## src/inc/core_reg_seq_pkg.sv

```systemverilog
package core_reg_seq_pkg;

    // ==========================================================
    // Register map (byte addresses)
    // ==========================================================
    localparam logic [7:0] OFF_CTRL   = 8'h00;  // Control: flash power in sleep, sleep request
    localparam logic [7:0] OFF_CONFIG = 8'h04;  // Config word 3 image
    localparam logic [7:0] OFF_STATUS = 8'h08;  // Sticky event flags, read clears
    localparam logic [7:0] OFF_MASK   = 8'h0C;  // Interrupt mask
    localparam logic [7:0] OFF_STATE  = 8'h10;  // Live state

    // ==========================================================
    // Field positions
    // ==========================================================
    localparam int CTRL_FLASH_PWR_BIT  = 8;    // Flash power in sleep
    localparam int CTRL_SLEEP_BIT      = 0;    // Write 1 enters sleep
    localparam int CFG_WUT_LSB         = 10;   // Wake-up time select
    localparam int STAT_BROWNOUT_BIT   = 1;    // Brown-out reset flag
    localparam int STAT_LVD_BIT        = 8;    // Low-voltage detect flag
    localparam int STATE_HOLD_BIT      = 0;    // Core hold
    localparam int STATE_SLEEP_BIT     = 1;    // Asleep
    localparam int STATE_FLASH_OFF_BIT = 2;    // Flash unpowered
    localparam int STATE_REG_EN_BIT    = 3;    // Regulator enabled

    // ==========================================================
    // Reset values and encodings
    // ==========================================================
    localparam logic [31:0] CTRL_RESET   = 32'h0000_0000;
    localparam logic [31:0] CONFIG_RESET = 32'h0000_0000;
    localparam logic [31:0] MASK_RESET   = 32'h0000_0000;
    localparam logic [1:0]  WUT_FAST     = 2'h1;  // Fast wake-up code

    // ==========================================================
    // Timing
    // ==========================================================
    localparam int CLK_MHZ       = 125;
    localparam int T_STARTUP_US  = 10;      // Regulator start-up hold
    localparam int T_LEGACY_US   = 190;     // Legacy standby wake-up
    localparam int T_PWRUP_MS    = 64;      // Power-up delay timer
    localparam int STARTUP_CYC   = T_STARTUP_US * CLK_MHZ;
    localparam int LEGACY_CYC    = T_LEGACY_US * CLK_MHZ;
    localparam int PWRUP_CYC     = T_PWRUP_MS * 1000 * CLK_MHZ;

    // Sequencer states
    typedef enum logic [1:0] {
        ST_HOLD  = 2'b00,
        ST_RUN   = 2'b01,
        ST_SLEEP = 2'b10
    } seq_state_t;

endpackage : core_reg_seq_pkg

```

## src/rtl/hold_counter.sv

```systemverilog
`timescale 1ns/1ns
// Loadable down-counter; done stays high while count is zero and no load is applied
module hold_counter #(
    parameter int WIDTH = 24
) (
    input  wire logic             hclk,
    input  wire logic             hresetn,
    input  wire logic             load,
    input  wire logic [WIDTH-1:0] value,
    output logic                  done
);
    logic [WIDTH-1:0] cnt_q;   // Remaining cycles

    // ==========================================================
    // Counter
    // ==========================================================
    // Load wins over counting; sits at zero when finished
    always_ff @(posedge hclk or negedge hresetn) begin
        if (!hresetn) begin
            cnt_q <= '0;
        end else if (load) begin
            cnt_q <= value;
        end else if (cnt_q != '0) begin
            cnt_q <= cnt_q - WIDTH'(1);
        end
    end

    assign done = (cnt_q == '0) && !load;

endmodule : hold_counter

```

## src/rtl/core_regulator_power_sequencer.sv

```systemverilog
`timescale 1ns/1ns
module core_regulator_power_sequencer #(
    parameter int PWRUP_CYCLES = core_reg_seq_pkg::PWRUP_CYC,  // Shorten in simulation
    parameter int CNT_W        = 24
) (
    input  wire logic        hclk,
    input  wire logic        hresetn,
    input  wire logic        hsel,
    input  wire logic [31:0] haddr,
    input  wire logic [1:0]  htrans,
    input  wire logic        hwrite,
    input  wire logic [2:0]  hsize,
    input  wire logic [31:0] hwdata,
    input  wire logic        hready,
    output logic [31:0]      hrdata,
    output logic             hreadyout,
    output logic             hresp,
    input  wire logic        regulator_disable_strap,
    input  wire logic        supply_below_full_speed,
    input  wire logic        regulator_input_low,
    input  wire logic        wake_event,
    output logic             core_hold,
    output logic             regulator_enable,
    output logic             flash_power_off,
    output logic             brownout_reset_req,
    output logic             irq
);
    // ==========================================================
    // Declarations
    // ==========================================================
    core_reg_seq_pkg::seq_state_t state_q;      // Sequencer state
    logic              reg_en_q;                // Strap captured after reset
    logic              first_q;                 // Cold start pending
    logic              bor_start_q;             // Start after brown-out
    logic [31:0]       ctrl_q;                  // Control register
    logic [31:0]       config_q;                // Config word 3 image
    logic [31:0]       mask_q;                  // Interrupt mask
    logic              lvd_q;                   // Low-voltage flag
    logic              bor_q;                   // Brown-out flag
    logic              wr_pend_q;               // Write data phase pending
    logic              rd_pend_q;               // Read data phase pending
    logic [7:0]        addr_q;                  // Latched address
    logic              load;                    // Counter load strobe
    logic [CNT_W-1:0]  load_val;                // Counter load value
    logic              cnt_done;                // Hold elapsed
    logic              flash_pwr;               // Flash power in sleep bit
    logic [1:0]        wut_sel;                 // Wake-up time select
    logic              sleep_req;               // Software sleep request
    logic              ap_valid;                // Valid address phase
    logic              lvd_set;                 // Flag set event
    logic              bor_set;                 // Brown-out event
    logic              stat_rd;                 // Status read clears
    logic [31:0]       status;                  // Status image
    logic [31:0]       state_img;               // State image

    localparam logic [CNT_W-1:0] STARTUP_LD = CNT_W'(core_reg_seq_pkg::STARTUP_CYC);
    localparam logic [CNT_W-1:0] LEGACY_LD  = CNT_W'(core_reg_seq_pkg::LEGACY_CYC);
    localparam logic [CNT_W-1:0] PWRUP_LD   = CNT_W'(PWRUP_CYCLES);

    assign flash_pwr = ctrl_q[core_reg_seq_pkg::CTRL_FLASH_PWR_BIT];
    assign wut_sel   = config_q[core_reg_seq_pkg::CFG_WUT_LSB +: 2];
    assign ap_valid  = hsel && hready && htrans[1];
    assign sleep_req = wr_pend_q && (addr_q == core_reg_seq_pkg::OFF_CTRL)
                       && hwdata[core_reg_seq_pkg::CTRL_SLEEP_BIT];

    // ==========================================================
    // Strap capture
    // ==========================================================
    // Strap sampled by clock after reset release, stays fixed
    always_ff @(posedge hclk or negedge hresetn) begin
        if (!hresetn) begin
            reg_en_q <= 1'b0;
            first_q  <= 1'b1;
        end else if (first_q) begin
            reg_en_q <= !regulator_disable_strap;
            first_q  <= 1'b0;
        end
    end

    assign regulator_enable = reg_en_q;

    // ==========================================================
    // Hold timing
    // ==========================================================
    // Wake hold length chosen from config field and flash bit
    always_comb begin
        load     = 1'b0;
        load_val = STARTUP_LD;
        if (first_q) begin
            // Cold start: regulator path or power-up timer
            load     = 1'b1;
            load_val = !regulator_disable_strap ? STARTUP_LD : PWRUP_LD;
        end else if (bor_start_q) begin
            load     = 1'b1;
            load_val = reg_en_q ? STARTUP_LD : PWRUP_LD;
        end else if (state_q == core_reg_seq_pkg::ST_SLEEP && wake_event) begin
            load = 1'b1;
            if (flash_pwr) begin
                load_val = CNT_W'(0);
            end else if (wut_sel == core_reg_seq_pkg::WUT_FAST) begin
                load_val = STARTUP_LD;
            end else begin
                load_val = LEGACY_LD;
            end
        end
    end

    hold_counter #(
        .WIDTH (CNT_W)
    ) u_hold (
        .hclk    (hclk),
        .hresetn (hresetn),
        .load    (load),
        .value   (load_val),
        .done    (cnt_done)
    );

    // ==========================================================
    // Sequencer
    // ==========================================================
    // Hold -> run -> sleep -> hold; brown-out forces hold
    always_ff @(posedge hclk or negedge hresetn) begin
        if (!hresetn) begin
            state_q     <= core_reg_seq_pkg::ST_HOLD;
            bor_start_q <= 1'b0;
        end else begin
            bor_start_q <= bor_set;
            case (state_q)
                core_reg_seq_pkg::ST_HOLD: begin
                    // A brown-out arriving as the hold ends keeps the core held
                    if (cnt_done && !first_q && !bor_start_q && !bor_set) begin
                        state_q <= core_reg_seq_pkg::ST_RUN;
                    end
                end
                core_reg_seq_pkg::ST_RUN: begin
                    if (bor_set) begin
                        state_q <= core_reg_seq_pkg::ST_HOLD;
                    end else if (sleep_req) begin
                        state_q <= core_reg_seq_pkg::ST_SLEEP;
                    end
                end
                core_reg_seq_pkg::ST_SLEEP: begin
                    if (bor_set || wake_event) begin
                        state_q <= core_reg_seq_pkg::ST_HOLD;
                    end
                end
                default: state_q <= core_reg_seq_pkg::ST_HOLD;
            endcase
        end
    end

    assign core_hold       = (state_q != core_reg_seq_pkg::ST_RUN);
    assign flash_power_off = (state_q == core_reg_seq_pkg::ST_SLEEP) && !flash_pwr;
    assign bor_set         = reg_en_q && !first_q && regulator_input_low;
    assign brownout_reset_req = bor_set;
    assign lvd_set         = reg_en_q && !first_q && supply_below_full_speed;

    // ==========================================================
    // Bus slave
    // ==========================================================
    // Latch address phase; always zero wait, OKAY
    always_ff @(posedge hclk or negedge hresetn) begin
        if (!hresetn) begin
            wr_pend_q <= 1'b0;
            rd_pend_q <= 1'b0;
            addr_q    <= 8'h00;
        end else begin
            wr_pend_q <= ap_valid && hwrite;
            rd_pend_q <= ap_valid && !hwrite;
            if (ap_valid) begin
                addr_q <= haddr[7:0];
            end
        end
    end

    assign hreadyout = 1'b1;
    assign hresp     = 1'b0;
    assign stat_rd   = rd_pend_q && (addr_q == core_reg_seq_pkg::OFF_STATUS);

    // Writable registers; sleep bit self-clears
    always_ff @(posedge hclk or negedge hresetn) begin
        if (!hresetn) begin
            ctrl_q   <= core_reg_seq_pkg::CTRL_RESET;
            config_q <= core_reg_seq_pkg::CONFIG_RESET;
            mask_q   <= core_reg_seq_pkg::MASK_RESET;
        end else if (wr_pend_q) begin
            case (addr_q)
                core_reg_seq_pkg::OFF_CTRL: ctrl_q <= hwdata & 32'h0000_0100;
                core_reg_seq_pkg::OFF_CONFIG: config_q <= hwdata & 32'h0000_0C00;
                core_reg_seq_pkg::OFF_MASK: mask_q <= hwdata & 32'h0000_0102;
                default: ;
            endcase
        end
    end

    // Sticky flags: set wins over read clear
    always_ff @(posedge hclk or negedge hresetn) begin
        if (!hresetn) begin
            lvd_q <= 1'b0;
            bor_q <= 1'b0;
        end else begin
            lvd_q <= lvd_set || (lvd_q && !stat_rd);
            bor_q <= bor_set || (bor_q && !stat_rd);
        end
    end

    always_comb begin
        status = 32'h0000_0000;
        status[core_reg_seq_pkg::STAT_LVD_BIT]      = lvd_q;
        status[core_reg_seq_pkg::STAT_BROWNOUT_BIT] = bor_q;
        state_img = 32'h0000_0000;
        state_img[core_reg_seq_pkg::STATE_HOLD_BIT]      = core_hold;
        state_img[core_reg_seq_pkg::STATE_SLEEP_BIT]     = (state_q == core_reg_seq_pkg::ST_SLEEP);
        state_img[core_reg_seq_pkg::STATE_FLASH_OFF_BIT] = flash_power_off;
        state_img[core_reg_seq_pkg::STATE_REG_EN_BIT]    = reg_en_q;
    end

    // Read data from a flop, loaded at address phase
    always_ff @(posedge hclk or negedge hresetn) begin
        if (!hresetn) begin
            hrdata <= 32'h0000_0000;
        end else if (ap_valid && !hwrite) begin
            case (haddr[7:0])
                core_reg_seq_pkg::OFF_CTRL:   hrdata <= ctrl_q;
                core_reg_seq_pkg::OFF_CONFIG: hrdata <= config_q;
                core_reg_seq_pkg::OFF_STATUS: hrdata <= status;
                core_reg_seq_pkg::OFF_MASK:   hrdata <= mask_q;
                core_reg_seq_pkg::OFF_STATE:  hrdata <= state_img;
                default:                      hrdata <= 32'h0000_0000;
            endcase
        end
    end

    assign irq = |(status & mask_q);

    // ==========================================================
    // Assertions
    // ==========================================================
    a_lvd_gated: assert property (@(posedge hclk) disable iff (!hresetn)
        !reg_en_q |-> !lvd_q)
        else $error("low voltage flag set with regulator off");
    a_lvd_sets: assert property (@(posedge hclk) disable iff (!hresetn)
        lvd_set |=> lvd_q)
        else $error("low voltage flag not set");
    a_bor_sets: assert property (@(posedge hclk) disable iff (!hresetn)
        bor_set |=> bor_q && core_hold)
        else $error("brown-out not recorded");
    a_strap_map: assert property (@(posedge hclk) disable iff (!hresetn)
        $fell(first_q) |-> reg_en_q == !$past(regulator_disable_strap))
        else $error("regulator enable does not follow strap");
    a_flash_off: assert property (@(posedge hclk) disable iff (!hresetn)
        (state_q == core_reg_seq_pkg::ST_SLEEP && !flash_pwr) |-> flash_power_off)
        else $error("flash powered in standby sleep");
    a_fast_wake: assert property (@(posedge hclk) disable iff (!hresetn)
        (load && state_q == core_reg_seq_pkg::ST_SLEEP && !flash_pwr
         && wut_sel == core_reg_seq_pkg::WUT_FAST) |-> load_val == STARTUP_LD)
        else $error("fast wake hold wrong");
    a_legacy_wake: assert property (@(posedge hclk) disable iff (!hresetn)
        (load && state_q == core_reg_seq_pkg::ST_SLEEP && !flash_pwr
         && wut_sel != core_reg_seq_pkg::WUT_FAST) |-> load_val == LEGACY_LD)
        else $error("legacy wake hold wrong");
    a_nohold_wake: assert property (@(posedge hclk) disable iff (!hresetn)
        (state_q == core_reg_seq_pkg::ST_SLEEP && wake_event && flash_pwr && !bor_set)
        |=> ##1 !core_hold)
        else $error("wake held with flash powered");
    a_hold_min: assert property (@(posedge hclk) disable iff (!hresetn)
        (state_q == core_reg_seq_pkg::ST_SLEEP && wake_event && !flash_pwr)
        |=> core_hold [*8])
        else $error("wake hold too short");

    c_sleep: cover property (@(posedge hclk) state_q == core_reg_seq_pkg::ST_SLEEP);
    c_wake:  cover property (@(posedge hclk) state_q == core_reg_seq_pkg::ST_SLEEP && wake_event);
    c_bor:   cover property (@(posedge hclk) bor_set);
    c_irq:   cover property (@(posedge hclk) irq);

endmodule : core_regulator_power_sequencer

```

## config.mk

```make
export PLATFORM = sky130hd
export DESIGN_NAME = core_regulator_power_sequencer
export DESIGN_NICKNAME = d
export VERILOG_FILES = /design/src/inc/core_reg_seq_pkg.sv /design/src/rtl/hold_counter.sv /design/src/rtl/core_regulator_power_sequencer.sv
export SDC_FILE = /design/constraint.sdc
export NUM_CORES = 1
export LEC_CHECK = 0
export ABC_AREA = 1
export BUFFER_PORTS_ARGS = -buffer_cell sky130_fd_sc_hd__buf_2
export CAP_MARGIN = 25
export CORE_MARGIN = 2
export CORE_UTILIZATION = 56
export CTS_BUF_LIST = sky130_fd_sc_hd__clkbuf_4
export CTS_CLUSTER_DIAMETER = 50
export DETAILED_ROUTE_END_ITERATION = 16
export PLACE_DENSITY = 0.9
export SYNTH_ARGS = -nofsm -noshare
export SYNTH_HDL_FRONTEND = slang
export SYNTH_SLANG_ARGS = --single-unit
export TNS_END_PERCENT = 50
```

## constraint.sdc

```tcl
create_clock -name hclk -period 2.54 [get_ports hclk]
set_input_delay 0.381 -clock hclk [delete_from_list [all_inputs] [get_ports hclk]]
set_output_delay 0.381 -clock hclk [all_outputs]
set_load 0.02 [all_outputs]
```

Word-level counts from Yosys, hierarchy flattened
Index checks and enable logic that the tools add are counted.
Cells by class
  add/subtract/negate cells: 1
  muxes and demuxes: 18
  eq/ne operators: 14
  bitwise operators: 1
  reduce and logical (&&, ||, !) cells: 40
Operators with widths (count)
  $mux 24: 4
  $pmux 12 s5: 1
  $mux 23: 2
  $mux 15: 3
  $eq 8x4->1 const B: 4
  $reduce_or 32->1: 1
  $logic_not 24->1: 1
  $reduce_bool 24->1: 1
  $sub 24x1->24 const B: 1
  $logic_and 1x1->1: 18
  $eq 8x3->1 const B: 2
  $logic_not 8->1: 2
  $and 9x9->9: 1
  $eq 8x5->1 const B: 1
  $logic_not 1->1: 8
  $mux 2: 4
  $pmux 2 s3: 1
  $reduce_and 2->1: 3
  $eq 2x1->1 const B: 2
  $ne 2x1->1 const B: 2
  $logic_or 1x1->1: 3
  $mux 1: 3
  $ne 3x3->1 const B: 1
  $reduce_and 3->1: 1
  4 further kinds: 4
Word-level totals
  bits of input ports: 78
  bits in registers: 78
  logic and storage cells: 88

Longest topological paths before layout
Gate-level depths: netlist of the first run.
  depth in word-level cells: 12
  mapped depth: 11
  gate-level depth less buffers: 11

Modules after synthesis
A second synthesis of the first run with hierarchy kept.
Unflattened totals
  cells, all modules: 484
  area total of the unflattened synthesis: 3475.8 µm²
By module, submodules not included
  hold_counter: area each 1788.0 µm², sequential area each 600.6 µm², instances 1, cells each 266
  core_regulator_power_sequencer: area each 1687.9 µm², sequential area each 726.9 µm², instances 1, cells each 218

Worst setup path before layout of the first run
Ideal clock, no wire load.
  kind: register to register
  start: register u_hold.cnt_q[0]
  end: register u_hold.cnt_q[20]
  data required time: 2.417 ns
  setup time: 0.123 ns
  setup slack: 1.127 ns
  arrival: 1.291 ns
  cell stages (with the launch flop): 10
  period minus slack after synthesis: 1.413 ns
  cells stage by stage: dfrtp_1 > inv_1 > ha_1 > nand2_2 > nor2_4 > nand3_1 > nor2_1 > nor2_1 > nand2_1 > a21oi_1
Between the ends
  cells in the longest elaborated chain, start to end: 3
Ends and longest elaborated chain
  start, declared: line hold_counter.sv:12  | logic [WIDTH-1:0] cnt_q;
  start signal, assigned: line hold_counter.sv:22  | cnt_q <= value;
  start signal, assigned: line hold_counter.sv:24  | cnt_q <= cnt_q - WIDTH'(1);
  $sub 24x1->24: line hold_counter.sv:24
  $mux 24: line hold_counter.sv:23  | end else if (cnt_q != '0) begin
  $mux 24: line hold_counter.sv:21  | end else if (load) begin
Several ways; a longest one is shown, not always the timed one. The select of a mux whose other input is x is not followed.
A chain may end at the register's enable or synchronous reset.

Final worst setup path of the first run
  start: register first_q
  end: output port brownout_reset_req
Between the ends
  cells in the longest elaborated chain, start to end: 3
Ends and longest elaborated chain
  start, declared: line core_regulator_power_sequencer.sv:33  | logic first_q;
  start signal, assigned: line core_regulator_power_sequencer.sv:73  | first_q <= 1'b1;
  start signal, assigned: line core_regulator_power_sequencer.sv:76  | first_q <= 1'b0;
  $logic_not 1->1: line core_regulator_power_sequencer.sv:154  | assign bor_set = reg_en_q && !first_q && regulator_input_low;
  $logic_and 1x1->1 (2 in a row): line core_regulator_power_sequencer.sv:154
  end, declared: line core_regulator_power_sequencer.sv:25  | output logic brownout_reset_req,
No other way between the ends.

==> impl_results.md, run 1 <==
- Status: finished, final reports clean
- CP peak stage delay: 620 ps
- Cell Int Power: 1440 uW
- CTS resizes: 0
- Worst EP arrival: 1490 ps
- Largest net degree at the start of global routing: 25
- Area grow syn2layout: 7.80%
- Hold WC Path Type: input pin to register
- Mapped Area: 3220 um^2
- Most frequent cells in the layout: nand2_1 (72), dfrtp_1 (52), nor2_1 (48)
- Post-synth ARST share: 1.00
- Worst Path Required: 2160 ps
- Max Freq: 0.535 GHz
- Switching power: 915 uW
- Endpoints failing setup: 0
- Hold Vio Cnt, Final: 0
- Via-per-instance ratio: 5.13
- Core area: 5540 um^2
- DRC: 0
- Standard-cell rows: 27
- First-pass GRT wire length: 11.4 mm
- P_leak: 0.00181 uW
- Clock slew at reported path FFs: 160 ps
- Clk root buf: clkbuf_4
- Ys flop type: dfrtp_1
- Crit path max fanout: 5
- Total power per unit cell area: 678 nW/um^2
- Unrepaired setup endpoints after global routing: no
- Sequential-to-total area share from yosys stat: 0.412
- Max cap viols: 0
- N_diodes: 0
- Part of the power in registers: 0.456
- CTS tree: built
- Initial Util: 0.582
- Number of global-route vias before repair: 2,480
- Synth cell types: 41
- Post-Synthesis Cells: 406
- Setup Buffers After CTS: 0
- Initial antenna violation count: 0
- Drt total wl: 6.80 mm
- GP Congestion: 0.897
- Fin crit share: 0.736
- WL/cell: 13.1 um
- Vias: 2,666
- Post-route minimum period: 1870 ps
- Combinational power share: 0.336
- Number of port buffers: 34
- Max Root-Sink Buffers: 2
- TritonRoute pass-1 iters: 5
- Slowest-stage cell, CP: dfstp_2
- Die height: 79.9 um
- Share of post-route cells with drive strength above 1: 0.219
- Avg Cell Area, Syn: 7.94 um^2
- CP Cell Sequence: inv_2 > nand3_1 > inv_1 > buf_2
- Worst setup EP type: output port
- HPWL Detailed: 5.36 mm
- Remaining antenna violation count after routing: 0
- Inst Count DP: 511
- Finished Layout Cells: 520
- Setup TNS Final: 0 ps
- H-Tree Depth: 2
- Skew final: 15.3 ps
- Clock power frac: 0.209
- Total grt overflow: 0
- Post-synth EDFFs: 0
- Nets: 527
- Final Max Tran Viols: 0
- Overall Global Routing Usage: 0.231
- Commonest non-fill, non-tap cell in the layout: nand2_1
- Crit Path Class: register to output port
- Slew @ Worst Pin: 526 ps
- Die ar.: 6380 um^2
- Rel. slew slack: 0.649
- Ports: 117
- Startpoint types: register
- CTS buffer count: 5
- DRT iter0 DRCs: 250
- Clock Latency Late Sink: 380 ps
- Worst vdd ir: 0.373 mV
- Switching Fraction: 0.388
- Die Wd: 79.9 um
- Yosys warning count: 0
- Yosys reg bits: 53
- Clk sinks: 53
==> registers in the layout, summed over array words and instances (netlist names), 2 cells and up <==
name / flops
addr_q: 8
config_q: 2
hrdata: 7
mask_q: 2
state_q: 2
u_hold.cnt_q: 24
==> synthesized netlist by cell type (2+ instances only) <==
| cell | instances | area (um^2) |
|---|---|---|
| nand2_1 | 72 | 270 |
| buf_4 | 28 | 210 |
| conb_1 | 2 | 7.51 |
| ha_1 | 2 | 25.0 |
| nand4_1 | 3 | 18.8 |
| nand3b_1 | 3 | 22.5 |
| o21ai_0 | 17 | 85.1 |
| nand2_4 | 3 | 33.8 |
| nor2_1 | 48 | 180 |
| nor3_1 | 12 | 60.1 |
| nor2_2 | 16 | 100 |
| o21ai_1 | 7 | 35.0 |
| xnor2_1 | 5 | 43.8 |
| o31ai_1 | 4 | 30.0 |
| dfrtp_1 | 52 | 1300 |
| nor4_1 | 2 | 12.5 |
| inv_2 | 4 | 15.0 |
| inv_1 | 41 | 154 |
| a21oi_1 | 17 | 85.1 |
| nand2_2 | 8 | 50.1 |
| nand3_1 | 26 | 130 |
| mux2_2 | 3 | 33.8 |
| xor2_1 | 6 | 52.6 |
| nor2_4 | 8 | 90.1 |
==> through the flow <==
stage | utilization | instance area [um^2] | setup WS [ps] | power (uW) | hold WS (ps)
3_3_place_gp | 0.611 | 3380 | 920 | 1840 | 390
4_1_cts | 0.627 | 3470 | 665 | 2360 | 189
6_report | 0.627 | 3470 | 670 | 2360 | 195
3_5_place_dp | 0.611 | 3380 | 856 | 1870 | 391
2_1_floorplan | - | 3320 | 1130 | 1720 | 85.4
5_1_grt | 0.627 | 3470 | 615 | 2500 | 193
==> metal layers <==
metal,up-vias,routed length [um],GRT usage
met2,90,3390,0.397
li1,1319,-,-
met5,-,0,0
met3,13,382,0.0351
met1,1244,2900,0.298
met4,0,129,0.0780
==> worst paths after layout <==
path                                 start            endpoint  slack (ps)  cells past startpoint
max                                first_q  brownout_reset_req         670                      4
min                                 hwrite           rd_pend_q         200                      2
max reg2reg                u_hold.cnt_q[0]    u_hold.cnt_q[20]         830                      9
min reg2reg                     hrdata[11]          hrdata[11]         510                      2
max in group asynchronous          hresetn    u_hold.cnt_q[13]        1400                      3
min in group asynchronous          hresetn               lvd_q         500                      2
==> timing repair <==
item                                   in CTS  in global routing
setup endpoints to repair                   0                  0
endpoints found under the hold margin      21                  0
hold buffers                                1                  0
==> power by group through the flow <==
stage / clock (uW) / combinational, uW / sequential, uW
2_1_floorplan: 0 / 656 / 1060
3_3_place_gp: 0 / 755 / 1080
3_5_place_dp: 0 / 787 / 1090
4_1_cts: 493 / 792 / 1070
5_1_grt: 522 / 890 / 1090
6_report: 492 / 791 / 1070
==> cell type report <==
type	count	area, um^2
clock buffers	6	45.0
clock inverters	2	35.0
fillers	478	2070
inverters	47	184
multi-input cells	302	1590
flip-flops and latches	53	1330
well taps	72	90.1
repair buffers	38	203
==> cells by family after synthesis <==
family                   after synthesis  share of synthesized area
AND/OR/NAND/NOR                      209                      0.329
buffers and inverters                 77                      0.125
flip-flops                            53                      0.412
AO/OA/AOI/OAI                         49                     0.0835
XOR/XNOR                              11                     0.0299
multiplexers                           3                     0.0105
adder cells (fa/ha/maj)                2                    0.00776
other                                  2                    0.00233
==> critical path, delay by kind of cell, from the launching register on <==
| kind | cells | cell delay [ps] |
|---|---|---|
| flops | 1 | 620 |
| buf+inv | 3 | 320 |
| simple gates | 1 | 180 |
Note: power is estimated with default switching activity, not from simulation.
==> run 2, diff against run 1 <==
ABC_AREA = 0   (was 1)
CORE_UTILIZATION = 45   (was 56)
PLACE_DENSITY = 0.79   (was 0.9)
clock period = 1.7 ns   (was 2.54 ns; I/O delays follow)
==> run 2 against run 1 <==
The run now ends with setup timing left. Largest cell class unchanged. Power increased by 29%. Via count decreased by 11%. Clock skew fell by 7.7 ps. Sequential share of layout area is 1.5 points lower.
==> impl_results.md, run 2 <==
- Largest cells by area after synthesis: dfrtp_1 (46%), buf_4 (7.1%), mux2_2 (5.5%), nor2_1 (3.6%), a21oi_1 (3.5%)
- Largest registers: u_hold.cnt_q x24, addr_q x8, hrdata x7
- Part of the power in registers: 0.493
- Reg-to-Reg Start: addr_q[5]
- WL/cell: 15.1 um
- DRC: 0
- Ys flop type: dfrtp_1
- CP peak stage delay: 540 ps
- Hold WC Path Type: input pin to register
- Final Max Tran Viols: 0
- Fin worst setup slack: -555 ps
- Crit Path Class: register to register
- DRT iter0 DRCs: 95
- Clock slew at reported path FFs: 150 ps
- Yosys top cell by area: dfrtp_1
- Violated checks: setup timing
- Switching power: 952 uW
- Initial antenna violation count: 0
- Layout Utilization: 0.601
- Max Root-Sink Buffers: 2
- Worst setup EP type: register
- Most used cell, CP: or4b_4
- Remaining antenna violation count after routing: 0
- Combinational power share: 0.267
- Yosys warning count: 0
- Synth cell types: 48
- TritonRoute pass-1 iters: 4
- H-Tree Depth: 2
- Worst vdd ir: 0.607 mV
- Initial Util: 0.472
- Commonest non-fill, non-tap cell in the layout: dfrtp_1
- Die Wd: 83.5 um
- Most common cell in the netlist: dfrtp_1
- Via-per-instance ratio: 5.33
- Avg Cell Area, Syn: 9.85 um^2
- Slew @ Worst Pin: 490 ps
- Mapped Area: 2850 um^2
- Sequential-to-total area share from yosys stat: 0.466
- Final Power: 3030 uW
- Startpoint types: register
- Slowest-stage cell, CP: or4_4
- Switching Fraction: 0.314
- CP Launch Point: addr_q[5]
- Status: complete, but fails checks
- Total power per unit cell area: 837 nW/um^2
- Largest net degree at the start of global routing: 23
- Area post-placement: 3290 um^2
- Die height: 83.5 um
- Hold Crit Start: regulator_disable_strap
- Share of post-route cells with drive strength above 1: 0.391
- P_leak: 0.00171 uW
- Unrepaired setup endpoints after global routing: yes
- Vias: 2,379
- CTS tree: built
- Core area: 6030 um^2
- Worst EP arrival: 2550 ps
- GP Congestion: 0.940
- Post-route minimum period: 2260 ps
- Max Freq: 0.443 GHz
- Fin crit share: 1.33
- Clock Latency Late Sink: 380 ps
- Skew final: 7.58 ps
- Post-synth EDFFs: 0
- Post-Synthesis Cells: 289
- Most frequent cells after synthesis: dfrtp_1 (52), buf_4 (27), nor2_1 (27), a21oi_1 (20), nand2_1 (20)
- Standard-cell rows: 28
- Max cap viols: 0
- Number of global-route vias before repair: 2,337
- Area grow syn2layout: 27.3%
- First-pass GRT wire length: 10.9 mm
- WHS: 78.8 ps
- Crit path max fanout: 2
- Endpoints failing setup: 15
- Area share of the largest cell type after synthesis: 0.457
- Clock power frac: 0.239
- Yosys reg bits: 53
- N_diodes: 0
- Total grt overflow: 0
- Rel. slew slack: 0.669
- Number of port buffers: 34
- Ports: 117
- Largest delay share family, worst path: simple AND/OR/NAND/NOR gates
- Clk sinks: 53
- Post-synth ARST share: 1.00
- Layout Cell Area excl Fill: 3620 um^2
- Overall Global Routing Usage: 0.192
- Worst Path Buf+Inv: 0
- CP Cell Sequence: or4_4 > or4b_4 > or4b_4 > mux2i_1 > nor3_1
- CTS buffer count: 5
- Most frequent cells in the layout: dfrtp_1 (51), buf_4 (44), buf_2 (34)
- Largest register FFs: 24
- HPWL Detailed: 4.73 mm
- Cell Int Power: 2080 uW
- Drt total wl: 6.75 mm
- Nets: 450
- Worst Path Required: 1990 ps
- Die ar.: 6980 um^2
- Hold Vio Cnt, Final: 0
- Clk root buf: clkbuf_4
- Top reg by flops: u_hold.cnt_q
## run 2: changes by cell type after synthesis, sizes merged, moves of 7 or more
cell | previous run | this run
nand2 | 83 | 20
nor2 | 73 | 27
inv | 47 | 9
o21ai | 25 | 6
nand3 | 27 | 13
mux2 | 3 | 14
clkbuf | 1 | 8
## run 2: routing by layer
| layer | share of wire | vias to the layer above | track usage |
|---|---|---|---|
| met5 | 0 | - | 0 |
| met4 | 0.023 | 0 | 0.0704 |
| met3 | 0.043 | 14 | 0.0356 |
| met2 | 0.51 | 67 | 0.335 |
| met1 | 0.42 | 1176 | 0.237 |
| li1 | - | 1122 | - |
## run 2: what timing repair did
item / 4_1_cts / 5_1_grt
hold buffers: 1 / 0
resized for setup: 27 / 24
endpoints found under the setup margin: 29 / 34
hold endpoints to repair: 19 / 0
pin swaps: 9 / 12
cloned: 0 / 0
buffers inserted: 4 / 4
## run 2: path summary, 6_finish.rpt
kind                       cells past startpoint          endpoint  slack (ps)
setup / recovery                               5        state_q[0]        -560
hold / removal                                 2  regulator_enable          80
setup reg to reg                               5        state_q[0]        -560
hold reg to reg                                2        hrdata[11]         480
max in group asynchronous                      3   u_hold.cnt_q[5]         730
min in group asynchronous                      2        hrdata[11]         330
## run 2: kinds of logic after synthesis
| family | count (synthesis) | share of synthesized area |
|---|---|---|
| flip-flops | 53 | 0.466 |
| buffers and inverters | 45 | 0.0954 |
| AND/OR/NAND/NOR | 111 | 0.215 |
| AO/OA/AOI/OAI | 41 | 0.0910 |
| adder cells (fa/ha/maj) | 2 | 0.00879 |
| XOR/XNOR | 19 | 0.0585 |
| multiplexers | 16 | 0.0624 |
| other | 2 | 0.00264 |
## run 2: layout make-up
| class | count | area [um^2] |
|---|---|---|
| Clock buffer | 5 | 37.5 |
| Clock inverter | 3 | 43.8 |
| Fill cell | 502 | 2400 |
| Inverter | 9 | 33.8 |
| Multi-Input combinational cell | 217 | 1520 |
| Sequential cell | 53 | 1330 |
| Tap cell | 75 | 93.8 |
| Timing Repair Buffer | 84 | 567 |
## run 2: power by group through the flow
stage                     registers (uW)  clock network [uW]  logic [uW]
after floorplan                     1490                   0         448
after global placement              1490                   0         683
after detailed placement            1500                   0         703
after CTS                           1480                 735         763
after global routing                1510                 777         890
final                               1500                 726         811
## run 2: metrics by stage
step           instances  setup slack [ps]  setup TNS [ps]
2_1_floorplan        315              -487           -2270
3_3_place_gp         430              -505           -2420
3_5_place_dp         430              -539           -3280
4_1_cts              443              -541           -2670
5_1_grt              446              -612           -4550
6_report             446              -555           -3190
==> run 3, diff against run 2 <==
BUFFER_PORTS_ARGS = default   (was -buffer_cell sky130_fd_sc_hd__buf_2)
CORE_UTILIZATION = 59   (was 45)
CTS_CLUSTER_SIZE = 28   (was default)
DONT_BUFFER_PORTS = 1   (was default)
SKIP_LAST_GASP = 1   (was default)
==> run 3 against run 2 <==
Critical path type unchanged. Die area down 23%. Wire length down 4.5%. Clock power down 3.0%. Clock skew up 3.6 ps. Core utilization up 15 points. Clock-buffer cell count up 1. Largest power group unchanged. Sequential cell count unchanged. Power down 1.3%. Worst setup slack better by 2.6 ps. Critical path depth unchanged. The run still ends with setup timing left. Non-clock buffer count down 23.
==> impl_results.md, run 3 (synthesized netlist as in run 2, its figures left out) <==
- Overall Global Routing Usage: 0.246
- Startpoint types: register
- WL/cell: 16.0 um
- Max cap viols: 0
- Total power per unit cell area: 855 nW/um^2
- N_diodes: 0
- Initial antenna violation count: 0
- Skew final: 11.2 ps
- Crit path max fanout: 2
- Worst Path Required: 1990 ps
- Largest delay share family, worst path: simple AND/OR/NAND/NOR gates
- Worst Path Buf+Inv: 0
- TritonRoute pass-1 iters: 4
- Place WS: -543 ps
- Total grt overflow: 0
- Fin worst setup slack: -552 ps
- Unrepaired setup endpoints after global routing: yes
- Commonest non-fill, non-tap cell in the layout: dfrtp_1
- Ports: 117
- Inst Count DP: 379
- CTS buffer count: 5
- Layout Utilization: 0.746
- Finished Layout Cells: 402
- CTS tree: built
- Number of global-route vias before repair: 2,271
- Max Root-Sink Buffers: 2
- First-pass GRT wire length: 10.2 mm
- Worst vdd ir: 0.608 mV
- Violated checks: setup timing
- Hold Vio Cnt, Final: 0
- Share of post-route cells with drive strength above 1: 0.287
- Vias: 2,272
- Endpoints failing setup: 14
- CP Cell Sequence: or4_4 > or4b_4 > or4b_4 > mux2i_1 > nor3_1
- Crit Path Class: register to register
- Slowest-stage cell, CP: or4_4
- Clock slew at reported path FFs: 150 ps
- Status: complete, but fails checks
- Most used cell, CP: or4b_4
- Worst setup EP type: register
- Remaining antenna violation count after routing: 0
- Largest registers: u_hold.cnt_q x24, addr_q x8, hrdata x7
- Largest net degree at the start of global routing: 54
- Nets: 427
- Post-route minimum period: 2250 ps
- Fin crit share: 1.32
- Number of port buffers: 0
- Max Freq: 0.444 GHz
- Area grow syn2layout: 23.0%
- H-Tree Depth: 2
- Standard-cell rows: 25
- Largest register FFs: 24
- CP peak stage delay: 530 ps
- Clk root buf: clkbuf_4
- Most frequent cells in the layout: dfrtp_1 (52), buf_4 (49), conb_1 (28)
- WHS: 21.9 ps
- P_leak: 0.00162 uW
- HPWL Detailed: 4.56 mm
- Worst EP arrival: 2540 ps
- Core area: 4690 um^2
- Via-per-instance ratio: 5.65
- Final Power: 2990 uW
- Clock Latency Late Sink: 380 ps
- Top reg by flops: u_hold.cnt_q
- DRC: 0
- Die Wd: 73.5 um
- GP Congestion: 0.922
- Hold WC Path Type: input pin to register
- Final Max Tran Viols: 0
- Drt total wl: 6.45 mm
- Initial Util: 0.607
- DRT iter0 DRCs: 133
- Die height: 73.5 um
- Die ar.: 5400 um^2
- Clk sinks: 53
==> run 3: area by class of cell <==
type | count | area (um^2)
clock buffers | 6 | 45.0
multi-input cells | 217 | 1480
inverters | 9 | 33.8
fillers | 323 | 1190
repair buffers | 61 | 517
clock inverters | 2 | 33.8
flip-flops and latches | 53 | 1330
well taps | 54 | 67.6
==> run 3: repair_timing <==
item	in CTS	in global routing
hold buffers	5	5
resized for setup	8	22
setup endpoints to repair	27	34
setup buffers	1	4
endpoints found under the hold margin	56	6
pin swaps	3	11
==> run 3: per-stage QoR <==
step,area (um^2),TNS [ps]
2_1_floorplan,2970,-2270
3_3_place_gp,3130,-2580
3_5_place_dp,3130,-3100
4_1_cts,3310,-3070
5_1_grt,3500,-4650
6_report,3500,-3080
==> run 3: final timing paths <==
check / startpoint / slack [ps] / cells after the start / endpoint
hold / removal: hwdata[11] / 20 / 1 / config_q[11]
setup reg to reg: addr_q[5] / -550 / 5 / state_q[0]
setup / recovery: addr_q[5] / -550 / 5 / state_q[0]
max in group asynchronous: hresetn / 1040 / 2 / first_q
hold reg to reg: state_q[1] / 510 / 1 / state_q[0]
min in group asynchronous: hresetn / 380 / 2 / u_hold.cnt_q[18]
==> run 3: power breakdown <==
part | total, uW | internal [uW] | switching [uW] | leakage (uW)
Sequential | 1490 | 1370 | 116 | 0.000673
Clock | 704 | 323 | 381 | 0.0000433
Combinational | 803 | 403 | 400 | 0.000902
==> run 3: metal layers <==
layer	GRT usage	share of wire	up-vias
met5	0	0	-
met1	0.282	0.39	1116
li1	-	-	1071
met3	0.0768	0.055	16
met2	0.427	0.54	69
met4	0.0970	0.019	0
